## src/rtl/mitf_pkg.sv

```systemverilog
// Purpose: Shared constants and types for the instruction timing and flag block.
// Assumes: One 25 MHz clock; Wishbone classic register port with 32-bit data.
// Notes:   What this block does
// What this block does
// - Taken skip costs two cycles, else one.
// - Writing program counter low costs two cycles.
// - Paired watchdog pre-clears clear both flags.
// - Plain rotates: one cycle, no flag change.
// - Carry rotates: one cycle, carry only.
// - Moves take one cycle, change no flag.
// - Bit clear/set touches only chosen bit.
// - Jump, call and returns take two cycles.
// - Skip on zero byte or chosen bit.
// - Increment/decrement skip when result is zero.
// - Table reads load high register and memory.
// - Nibble swap, in place or to accumulator.
// - Power-down: one cycle, updates both flags.
// - Power-down stops clock, sets sleep flag.
`default_nettype none

package mitf_pkg;

  // ****************************************************************
  // Register map and field positions
  // ****************************************************************
  localparam int unsigned ADR_W        = 4;
  localparam logic [3:0]  ADR_STATUS   = 4'h0;
  localparam logic [3:0]  ADR_TBL_PTR  = 4'h4;
  localparam logic [3:0]  ADR_ACC      = 4'h8;
  localparam logic [3:0]  ADR_TBL_HIGH = 4'hC;
  localparam int unsigned ST_CARRY     = 0;
  localparam int unsigned ST_SLEEP     = 1;
  localparam int unsigned ST_EXPIRY    = 2;
  localparam int unsigned ST_STOPPED   = 3;
  localparam logic [7:0]  RST_BYTE     = 8'h00;
  localparam logic [7:0]  BYTE_ONE     = 8'h01;
  localparam int unsigned PC_W         = 11;

  // ****************************************************************
  // Operations and carriers
  // ****************************************************************
  typedef enum logic [5:0] {
    OP_NOP, OP_ROT_R_A, OP_ROT_R, OP_ROTC_R_A, OP_ROTC_R,
    OP_ROT_L_A, OP_ROT_L, OP_ROTC_L_A, OP_ROTC_L,
    OP_MOV_A_M, OP_MOV_M_A, OP_MOV_A_X, OP_CLR_BIT, OP_SET_BIT,
    OP_JMP, OP_SKIP_ZERO, OP_SKIP_ZERO_A, OP_SKIP_BIT_ZERO,
    OP_BIT_SKIP_NONZERO, OP_INC_SKIP_ZERO, OP_DEC_SKIP_ZERO,
    OP_INC_SKIP_ZERO_A, OP_DEC_SKIP_ZERO_A, OP_CALL, OP_RET,
    OP_RET_A_X, OP_INTERRUPT_EXIT, OP_TABLE_FETCH_CURRENT_PAGE,
    OP_TABLE_FETCH_LAST_PAGE, OP_CLR_M, OP_SET_M, OP_CLR_WDT,
    OP_WATCHDOG_PRECLEAR_A, OP_WATCHDOG_PRECLEAR_B, OP_SWAP,
    OP_SWAP_A, OP_HALT
  } mitf_op_t;

  typedef struct packed {
    mitf_op_t   op;
    logic [2:0] bit_sel;
    logic [7:0] imm;
    logic       dst_pc_low;
  } mitf_instr_t;

  typedef struct packed {
    logic       we;
    logic [7:0] data;
  } mitf_mem_wr_t;

  typedef enum logic [1:0] {PRE_NONE, PRE_A, PRE_B} mitf_pre_t;

endpackage

`default_nettype wire

```

## src/rtl/mitf_core.sv

```systemverilog
// Purpose: Executes rotate, move, bit, branch, skip, table, watchdog and power-down groups with their timing.
// Assumes: Fetch, memory, watchdog and wake logic share clk_i; program memory answers in the request cycle.
// Notes:   Wishbone classic slave gives software the table pointer and a view of flags and accumulator.
`default_nettype none

module mitf_core (
  input  wire logic                         clk_i,
  input  wire logic                         rst_i,
  input  wire logic                         wb_cyc_i,
  input  wire logic                         wb_stb_i,
  input  wire logic                         wb_we_i,
  input  wire logic [mitf_pkg::ADR_W-1:0]   wb_adr_i,
  input  wire logic [3:0]                   wb_sel_i,
  input  wire logic [31:0]                  wb_dat_i,
  output logic      [31:0]                  wb_dat_o,
  output logic                              wb_ack_o,
  input  wire logic                         instr_valid_i,
  input  wire mitf_pkg::mitf_instr_t        instr_i,
  output logic                              instr_ready_o,
  input  wire logic [7:0]                   mem_rdata_i,
  input  wire logic [mitf_pkg::PC_W-1:0]    pc_i,
  input  wire logic [15:0]                  prog_word_i,
  input  wire logic                         wdt_timeout_i,
  input  wire logic                         wake_i,
  output mitf_pkg::mitf_mem_wr_t            mem_wr_o,
  output logic      [7:0]                   acc_o,
  output logic                              carry_o,
  output logic                              skip_o,
  output logic                              tbl_req_o,
  output logic      [mitf_pkg::PC_W-1:0]    tbl_addr_o,
  output logic      [7:0]                   table_high_byte_reg_o,
  output logic                              wdt_clear_o,
  output logic                              clk_stop_o,
  output logic                              wdt_expiry_flag_o,
  output logic                              sleep_flag_o
);
  import mitf_pkg::*;

  localparam int unsigned PAGE_W = PC_W - 8;

  typedef enum logic [1:0] {ST_RUN, ST_HOLD, ST_SLEEP} mitf_state_t;

  mitf_state_t  state;
  mitf_pre_t    last_pre;
  logic [7:0]   tbl_ptr;
  logic         tbl_pend;
  logic         take;
  logic [7:0]   m;
  logic [7:0]   inc_v;
  logic [7:0]   dec_v;
  logic [7:0]   next_acc;
  logic         next_carry;
  logic         wr_en;
  logic [7:0]   wr_val;
  logic         do_skip;
  logic         fixed_two;
  logic         two_cyc;
  logic         pair_done;
  logic         flag_clear;
  logic         wb_hit;

  assign m     = mem_rdata_i;
  assign inc_v = m + BYTE_ONE;
  assign dec_v = m - BYTE_ONE;
  assign take  = instr_valid_i & instr_ready_o;

  // ****************************************************************
  // Decode and execute
  // ****************************************************************

  // One case computes every data, carry, write and skip effect; unlisted effects keep their old value.
  always_comb begin
    next_acc   = acc_o;
    next_carry = carry_o;
    wr_en      = 1'b0;
    wr_val     = m;
    do_skip    = 1'b0;
    fixed_two  = 1'b0;
    case (instr_i.op)
      OP_ROT_R_A:  next_acc = {m[0], m[7:1]};
      OP_ROT_R: begin
        wr_en  = 1'b1;
        wr_val = {m[0], m[7:1]};
      end
      OP_ROT_L_A:  next_acc = {m[6:0], m[7]};
      OP_ROT_L: begin
        wr_en  = 1'b1;
        wr_val = {m[6:0], m[7]};
      end
      OP_ROTC_R_A: begin
        next_acc   = {carry_o, m[7:1]};
        next_carry = m[0];
      end
      OP_ROTC_R: begin
        wr_en      = 1'b1;
        wr_val     = {carry_o, m[7:1]};
        next_carry = m[0];
      end
      OP_ROTC_L_A: begin
        next_acc   = {m[6:0], carry_o};
        next_carry = m[7];
      end
      OP_ROTC_L: begin
        wr_en      = 1'b1;
        wr_val     = {m[6:0], carry_o};
        next_carry = m[7];
      end
      OP_MOV_A_M:  next_acc = m;
      OP_MOV_A_X:  next_acc = instr_i.imm;
      OP_MOV_M_A: begin
        wr_en  = 1'b1;
        wr_val = acc_o;
      end
      OP_CLR_BIT: begin
        wr_en                  = 1'b1;
        wr_val[instr_i.bit_sel] = 1'b0;
      end
      OP_SET_BIT: begin
        wr_en                  = 1'b1;
        wr_val[instr_i.bit_sel] = 1'b1;
      end
      OP_JMP, OP_CALL, OP_RET, OP_INTERRUPT_EXIT: fixed_two = 1'b1;
      OP_RET_A_X: begin
        fixed_two = 1'b1;
        next_acc  = instr_i.imm;
      end
      OP_SKIP_ZERO:        do_skip = (m == RST_BYTE);
      OP_SKIP_ZERO_A: begin
        next_acc = m;
        do_skip  = (m == RST_BYTE);
      end
      OP_SKIP_BIT_ZERO:    do_skip = ~m[instr_i.bit_sel];
      OP_BIT_SKIP_NONZERO: do_skip = m[instr_i.bit_sel];
      OP_INC_SKIP_ZERO: begin
        wr_en   = 1'b1;
        wr_val  = inc_v;
        do_skip = (inc_v == RST_BYTE);
      end
      OP_DEC_SKIP_ZERO: begin
        wr_en   = 1'b1;
        wr_val  = dec_v;
        do_skip = (dec_v == RST_BYTE);
      end
      OP_INC_SKIP_ZERO_A: begin
        next_acc = inc_v;
        do_skip  = (inc_v == RST_BYTE);
      end
      OP_DEC_SKIP_ZERO_A: begin
        next_acc = dec_v;
        do_skip  = (dec_v == RST_BYTE);
      end
      OP_TABLE_FETCH_CURRENT_PAGE, OP_TABLE_FETCH_LAST_PAGE: fixed_two = 1'b1;
      OP_CLR_M: begin
        wr_en  = 1'b1;
        wr_val = RST_BYTE;
      end
      OP_SET_M: begin
        wr_en  = 1'b1;
        wr_val = ~RST_BYTE;
      end
      OP_SWAP: begin
        wr_en  = 1'b1;
        wr_val = {m[3:0], m[7:4]};
      end
      OP_SWAP_A:   next_acc = {m[3:0], m[7:4]};
      default:     next_acc = acc_o;
    endcase
  end

  // A memory write aimed at the low program counter forces a pipeline refill.
  assign two_cyc = fixed_two | do_skip | (wr_en & instr_i.dst_pc_low);

  // The pre-clear pair must be back to back, in either order.
  assign pair_done = (instr_i.op == OP_WATCHDOG_PRECLEAR_A && last_pre == PRE_B) ||
                     (instr_i.op == OP_WATCHDOG_PRECLEAR_B && last_pre == PRE_A);
  assign flag_clear = take & (instr_i.op == OP_CLR_WDT | pair_done);

  // ****************************************************************
  // Sequencing
  // ****************************************************************

  // Ready drops for the extra cycle of a two-cycle instruction and while asleep.
  always_ff @(posedge clk_i) begin
    if (rst_i) begin
      state <= ST_RUN;
    end else begin
      case (state)
        ST_RUN: begin
          if (take && instr_i.op == OP_HALT) begin
            state <= ST_SLEEP;
          end else if (take && two_cyc) begin
            state <= ST_HOLD;
          end
        end
        ST_HOLD:  state <= ST_RUN;
        ST_SLEEP: if (wake_i) state <= ST_RUN;
        default:  state <= ST_RUN;
      endcase
    end
  end

  assign instr_ready_o = (state == ST_RUN);
  assign clk_stop_o    = (state == ST_SLEEP);

  // Accumulator and carry; memory is never written by accumulator variants.
  always_ff @(posedge clk_i) begin
    if (rst_i) begin
      acc_o   <= RST_BYTE;
      carry_o <= 1'b0;
    end else if (take) begin
      acc_o   <= next_acc;
      carry_o <= next_carry;
    end
  end

  // Memory write port; the table read writes its low byte in the cycle after its second cycle.
  always_ff @(posedge clk_i) begin
    if (rst_i) begin
      mem_wr_o <= '0;
    end else if (tbl_pend) begin
      mem_wr_o <= {1'b1, prog_word_i[7:0]};
    end else begin
      mem_wr_o <= {take & wr_en, wr_val};
    end
  end

  // Table request is raised in the second cycle; the word is taken at the end of that same cycle.
  always_ff @(posedge clk_i) begin
    if (rst_i) begin
      tbl_req_o             <= 1'b0;
      tbl_pend              <= 1'b0;
      tbl_addr_o            <= '0;
      table_high_byte_reg_o <= RST_BYTE;
    end else begin
      tbl_req_o <= take && fixed_two && (instr_i.op == OP_TABLE_FETCH_CURRENT_PAGE ||
                                         instr_i.op == OP_TABLE_FETCH_LAST_PAGE);
      tbl_pend  <= take && fixed_two && (instr_i.op == OP_TABLE_FETCH_CURRENT_PAGE ||
                                         instr_i.op == OP_TABLE_FETCH_LAST_PAGE);
      if (take && instr_i.op == OP_TABLE_FETCH_LAST_PAGE) begin
        tbl_addr_o <= {{PAGE_W{1'b1}}, tbl_ptr};
      end else if (take && instr_i.op == OP_TABLE_FETCH_CURRENT_PAGE) begin
        tbl_addr_o <= {pc_i[PC_W-1:8], tbl_ptr};
      end
      if (tbl_pend) begin
        table_high_byte_reg_o <= prog_word_i[15:8];
      end
    end
  end

  // Skip and watchdog-clear pulses for the fetch unit and the watchdog.
  always_ff @(posedge clk_i) begin
    if (rst_i) begin
      skip_o      <= 1'b0;
      wdt_clear_o <= 1'b0;
    end else begin
      skip_o      <= take & do_skip;
      wdt_clear_o <= flag_clear | (take & instr_i.op == OP_HALT);
    end
  end

  // ****************************************************************
  // Watchdog and sleep flags
  // ****************************************************************

  // Any non pre-clear instruction breaks the pair; a repeat restarts it.
  always_ff @(posedge clk_i) begin
    if (rst_i) begin
      last_pre <= PRE_NONE;
    end else if (take) begin
      if (pair_done || (instr_i.op != OP_WATCHDOG_PRECLEAR_A && instr_i.op != OP_WATCHDOG_PRECLEAR_B)) begin
        last_pre <= PRE_NONE;
      end else if (instr_i.op == OP_WATCHDOG_PRECLEAR_A) begin
        last_pre <= PRE_A;
      end else begin
        last_pre <= PRE_B;
      end
    end
  end

  // A timeout in the same cycle as a clear wins, so no expiry is lost.
  always_ff @(posedge clk_i) begin
    if (rst_i) begin
      wdt_expiry_flag_o <= 1'b0;
    end else if (wdt_timeout_i) begin
      wdt_expiry_flag_o <= 1'b1;
    end else if (flag_clear || (take && instr_i.op == OP_HALT)) begin
      wdt_expiry_flag_o <= 1'b0;
    end
  end

  always_ff @(posedge clk_i) begin
    if (rst_i) begin
      sleep_flag_o <= 1'b0;
    end else if (take && instr_i.op == OP_HALT) begin
      sleep_flag_o <= 1'b1;
    end else if (flag_clear) begin
      sleep_flag_o <= 1'b0;
    end
  end

  // ****************************************************************
  // Wishbone register port
  // ****************************************************************
  assign wb_hit = wb_cyc_i & wb_stb_i & ~wb_ack_o;

  // Single-wait answer; unmapped reads return zero and writes are dropped.
  always_ff @(posedge clk_i) begin
    if (rst_i) begin
      wb_ack_o <= 1'b0;
      wb_dat_o <= '0;
      tbl_ptr  <= RST_BYTE;
    end else begin
      wb_ack_o <= wb_hit;
      wb_dat_o <= '0;
      if (wb_hit && wb_we_i && wb_adr_i == ADR_TBL_PTR && wb_sel_i[0]) begin
        tbl_ptr <= wb_dat_i[7:0];
      end
      if (wb_hit && !wb_we_i) begin
        case (wb_adr_i)
          ADR_STATUS: begin
            wb_dat_o[ST_CARRY]   <= carry_o;
            // The state enum reuses this name locally, so the bit position is scoped to the package.
            wb_dat_o[mitf_pkg::ST_SLEEP] <= sleep_flag_o;
            wb_dat_o[ST_EXPIRY]  <= wdt_expiry_flag_o;
            wb_dat_o[ST_STOPPED] <= clk_stop_o;
          end
          ADR_TBL_PTR:  wb_dat_o[7:0] <= tbl_ptr;
          ADR_ACC:      wb_dat_o[7:0] <= acc_o;
          ADR_TBL_HIGH: wb_dat_o[7:0] <= table_high_byte_reg_o;
          default:      wb_dat_o <= '0;
        endcase
      end
    end
  end
endmodule

`default_nettype wire

```

## config.mk

```make
export PLATFORM = sky130hd
export DESIGN_NAME = mitf_core
export DESIGN_NICKNAME = d
export VERILOG_FILES = /design/src/rtl/mitf_pkg.sv /design/src/rtl/mitf_core.sv
export SDC_FILE = /design/constraint.sdc
export NUM_CORES = 1
export LEC_CHECK = 0
export BUFFER_PORTS_ARGS = -buffer_cell sky130_fd_sc_hd__buf_2
export CAP_MARGIN = 20
export CORE_ASPECT_RATIO = 0.6
export CORE_MARGIN = 3
export CORE_UTILIZATION = 46
export DETAILED_ROUTE_END_ITERATION = 12
export GPL_ROUTABILITY_DRIVEN = 0
export MAX_ROUTING_LAYER = met4
export PLACE_DENSITY = 0.77
export SLEW_MARGIN = 20
export SYNTH_ARGS = -nofsm -noshare
export SYNTH_HDL_FRONTEND = slang
export SYNTH_SLANG_ARGS = --single-unit
export TNS_END_PERCENT = 1
```

## constraint.sdc

```tcl
create_clock -name clk_i -period 2.3 [get_ports clk_i]
set_clock_uncertainty 0.1 [all_clocks]
set_input_delay 0.46 -clock clk_i [delete_from_list [all_inputs] [get_ports clk_i]]
set_output_delay 0.46 -clock clk_i [all_outputs]
set_load 0.01 [all_outputs]
```

* Word-level counts from Yosys, hierarchy flattened
Index checks and enable logic that the tools add are counted.
Storage, ports and cells: output and inout bits 77, bits in registers 87, logic and storage cells 152
Operators by class: bitwise operators 18, reductions and logical operators 42, equality and inequality tests 46, add/sub/neg operators 2, multiplexer cells 25, $lt $le $gt $ge 2
Operators by type and width (number):
- $eq A6 B5 Y1 const B | 16
- $pmux W8 S12 | 1
- $pmux W8 S9 | 1
- $eq A6 B4 Y1 const B | 8
- $eq A6 B6 Y1 const B | 5
- $eq A6 B3 Y1 const B | 4
- $logic_not A8 Y1 | 3
- $mux W11 | 2
- $pmux W4 S4 | 1
- $reduce_or A2 Y1 | 8
- $logic_and A1 B1 Y1 | 14
- $eq A6 B2 Y1 const B | 2
- $ne A6 B6 Y1 const B | 2
- $pmux W4 S3 | 1
- $reduce_or A12 Y1 | 1
- $mux W2 | 5
- $mux W9 | 1
- $reduce_bool A9 Y1 | 1
- $add A8 B1 Y8 const B | 1
- $and A1 B1 Y1 | 8
- $and A8 B8 Y8 | 1
- $eq A4 B4 Y1 const B | 2
- $mux W1 | 8
- $not A8 Y8 | 1
- other kinds (24) | 38

* Logic depth before layout (Yosys ltp)
depth after elaboration 10, gate-level depth with buffers 10, mapped depth without buffers 8

* Worst setup path before layout
OpenSTA, ideal clock, no wires.
path kind input to register, start input mem_rdata_i[0], end register mem_wr_o[6] in the netlist's numbering, library setup time 0.133 ns, buffers on the path 2, stages 9, arrival time 2.285 ns, path slack -0.217 ns, cells stage by stage buf_2 -> inv_1 -> ha_1 -> clkbuf_1 -> or4b_1 -> nor2_1 -> o221ai_1 -> a221oi_1 -> a211oi_1
On the way: word-level cells in the longest chain between the ends 3, elaborated cells between the ends (all ways) 4, classes of those cells add/sub: 2; mux: 2
RTL lines:
- start: declaration | line mitf_core.sv:20 | input wire logic [7:0] mem_rdata_i,
- $sub A8 B1 Y8 / $add A8 B1 Y8 (equally long branches) | line mitf_core.sv:64, mitf_core.sv:63
- $pmux W8 S12 * | line mitf_core.sv:79 | case (instr_i.op)
- $mux W9 * | line mitf_core.sv:220 | end else if (tbl_pend) begin
- end signal: assignment | line mitf_core.sv:221 | mem_wr_o <= {1'b1, prog_word_i[7:0]};
- end signal: assignment | line mitf_core.sv:223 | mem_wr_o <= {take & wr_en, wr_val};
- end: declaration | line mitf_core.sv:25 | output mitf_pkg::mitf_mem_wr_t mem_wr_o,
Every way passes the cells marked *; elsewhere a longest branch is shown, timed or not. A chain may end at the register's enable or synchronous reset.

* Final worst setup path
start input instr_i[14] in the netlist's numbering, end register mem_wr_o[1] in the netlist's numbering
On the way: word-level cells in the longest chain between the ends 3, elaborated cells between the ends (all ways) 14, classes of those cells eq/ne: 12; mux: 2
RTL lines:
- start: declaration | line mitf_core.sv:18 | input wire mitf_pkg::mitf_instr_t instr_i,
- $eq A6 B6 Y1, or another cell as far along | line mitf_core.sv:79
- $pmux W8 S12 * | line mitf_core.sv:79
- $mux W9 * | line mitf_core.sv:220
Marked as above.

==> impl_metrics.yaml <==
critical_path:
  path_class: "primary input to register"
  crit_slowest_cell: "nor3_1"
  end_kind: "register"
  crit_fanout: 7
  cp_num_cells: 10
  r2r-end: "mem_wr_o[7]"
  path_cells: "buf_2, buf_12, nand2_1, buf_4, nor3_1, a21oi_1, a21oi_1, a2111oi_2, buf_4, a211oi_1"
  start_kind: "primary input"
  worstReg2RegStart: "carry_o"
  arrival_ps: 2410
  ff2ff_setup_slack_ps: 390
  path_delay_family: "simple AND/OR/NAND/NOR gates"
  reg2regPathDepth: 7
  max_stage_delay_ps: 550
  path_buf_inv: 4
  endpoint: "mem_wr_o[1]"
  worst_ep_required_time_ps: 2440
  crit_path_start: "instr_i[14]"
yosys:
  yosysWarningCount: 0
  synth_seq_cells: 63
  async_flop_share: 0
  syn-cell-area_sq_um: 4793
  synth_ff_type: "dfxtp_1"
  synth.distinct_cells: 83
  synth_edf_count: 0
  syn_inst: 600
  avgSynthCellArea_sq_um: 7.989
  synth-seq-area-share: 0.2631
routing:
  met1_length_um: 7541
  route.met2.wl_um: 7689
  wirelength_um: 18170
  wl_per_cell_um: 19.56
  drc: 0
  first_pass_iters: 8
  drt-initial-drc-count: 932
  met3_length_um: 2605
  ant_nets: 0
  top_layer_used: "met4"
  vias: 5767
  vias_per_cell: 6.208
global_routing:
  grt_first_pass_wirelength_um: 27620
  grt_overflow: 0
  track_usage: 0.3085
  grt_pass1_vias: 5325
  grt_max_degree: 27
  grt_antenna_before_repair: 0
floorplanning:
  start_util: 0.4784
  die_w_um: 137.8
  dieArea_sq_um: 11720
  die_h_um: 85.07
  rows: 28
  core-area_sq_um: 10020
  io-pin-count: 178
timing:
  finalHoldViolCount: 0
  min_period_over_period: 0.9870
  worst_slack_ps: 29.99
  worst_pin_slew_ps: 869.0
  holdWs_ps: 250.8
  setup_violations: 0
  relSlewSlack: 0.4162
  drv_slew: 0
  fmax_ghz: 0.4405
  rsz0062_at_grt: "yes"
  period_needed_ps: 2270
pwr:
  total_power_mw: 3.128
  leakage_nw: 2.760
  power_density_nw_per_um2: 485.3
  ir_drop_mv: 0.3547
placed_design:
  dp_hpwl_um: 14140
  postPlaceCellArea_sq_um: 6147
  port_buffers: 118
  pre_cts_slack_ps: -301.7
clock_network:
  hold_buffers: 0
  post-cts-setup-buffer-count: 0
  ctsHtreeMaxLevel: 3
  cts_tree: "done"
  cts_root_buf: "clkbuf_16"
  clockBufferDepth: 2
  cts_buffers: 9
  clk_latency_ps: 330
  clkTransAtPathRegs_ps: 50
  cts.sinks: 63
cells_and_area:
  layout-drive-gt1-share: 0.3489
  multi_input_area_sq_um: 3199
  regArea_sq_um: 1261
  syn_to_final_growth_pct: 34.48
  fillCellCount: 864
  nNetsFinal: 896
  design_area_sq_um: 6446
  antenna_cells: 0
run_status:
  status: "finished clean"
job:
  drv_cap: 0
min_path:
  min_path_type: "primary input to register"
## Yosys cell counts (5+ instances only)
library cell	number	area (sq um)
nand3_1	10	50.05
mux2i_1	36	360.4
o31ai_1	5	37.54
dfxtp_1	63	1261
clkbuf_1	24	90.09
o21ai_1	7	35.03
nor3b_1	5	37.54
buf_1	5	18.77
xnor2_1	8	70.07
a221oi_1	6	52.55
o221ai_1	7	61.31
nor2b_1	14	87.58
a222oi_1	5	50.05
nand2b_1	12	75.07
buf_4	28	210.2
a22oi_1	14	105.1
nor2_1	74	277.8
o22ai_1	5	31.28
nand2_1	36	135.1
a22o_1	6	52.55
or3_1	5	31.28
a21oi_1	30	150.1
nand3b_1	12	90.09
a211oi_1	17	127.6
inv_1	9	33.78
o22a_1	5	43.79
o21ai_0	16	80.08
nor3_1	22	110.1
buf_2	15	75.07
## tightest hold or removal path, cell delays in order
cell and delay, ps:
buf_2 80, a31oi_1 30, nor2_1 70
## flip-flops by register name, indices dropped and copies added (netlist names)
signal                 cells
wdt_expiry_flag_o          1
carry_o                    1
wb_ack_o                   1
table_high_byte_reg_o      8
state                      2
mem_wr_o                   9
tbl_pend                   1
acc_o                      8
last_pre                   2
tbl_addr_o                11
skip_o                     1
wb_dat_o                   8
tbl_ptr                    8
wdt_clear_o                1
sleep_flag_o               1
## placed cells by master, fill, tap and decap left out, types with 14 or more instances in the layout
| cell | instances |
|---|---|
| o21ai_0 | 15 |
| a211oi_1 | 17 |
| nor3_1 | 22 |
| mux2i_1 | 36 |
| conb_1 | 24 |
| nor2_1 | 73 |
| buf_4 | 107 |
| a22oi_1 | 14 |
| dfxtp_1 | 63 |
| nor2b_1 | 14 |
| a21oi_1 | 30 |
| buf_2 | 118 |
| nand2_1 | 36 |
## how the worst min path moves through the flow
stage / depth (start not counted) / start / end / slack, ps
after floorplan: 2 / last_pre[0] / last_pre[0] / 350
after global placement: 2 / last_pre[0] / last_pre[0] / 360
after detailed placement: 2 / tbl_addr_o[1] / tbl_addr_o[1] / 380
after CTS: 3 / wdt_timeout_i / wdt_expiry_flag_o / 250
after global routing: 3 / wdt_timeout_i / wdt_expiry_flag_o / 270
final: 3 / wdt_timeout_i / wdt_expiry_flag_o / 250
## metal layers
metal	global-route usage	up-vias
li1	-	2579
met1	0.4145	2711
met2	0.4438	422
met3	0.1143	55
met4	0.06726	0
met5	-	-
## repair_timing
item,4_1_cts,5_1_grt
endpoints found under the setup margin,0,4
endpoints found under the hold margin,0,0
gates resized for setup,0,5
## report_power, final
part           switching [mW]  internal [mW]
Combinational           0.392          0.290
Sequential             0.0182           1.12
Clock                   0.454          0.856
Total                   0.864           2.26
## kinds of logic (layout without fill, tap and decap cells)
| group | count (synthesis) | in the layout | share of synthesized area |
|---|---|---|---|
| multiplexers | 42 | 42 | 0.09397 |
| flip-flops | 63 | 63 | 0.2631 |
| XOR/XNOR | 9 | 9 | 0.01645 |
| adder cells (fa/ha/maj) | 4 | 4 | 0.01044 |
| other | 1 | 24 | 0.0007823 |
| buffers and inverters | 83 | 254 | 0.09240 |
| AND/OR/NAND/NOR | 233 | 233 | 0.2655 |
| AO/OA/AOI/OAI | 165 | 165 | 0.2574 |
## layout make-up
class | count | share of cell area
Clock buffer | 13 | 0.03882
Clock inverter | 1 | 0.004658
Inverter | 10 | 0.006599
Multi-Input combinational cell | 477 | 0.4963
Sequential cell | 63 | 0.1957
Tap cell | 135 | 0.02620
Timing Repair Buffer | 230 | 0.2318
## metrics by stage
stage,TNS [ps],util,std cells
floorplan,0,-,623
global placement,-1505,0.6135,915
detailed placement,-2449,0.6135,915
CTS,0,0.6415,929
global route,-34.02,0.6434,929
finish,0,0.6434,929
Power figures use the tool's default switching activity.
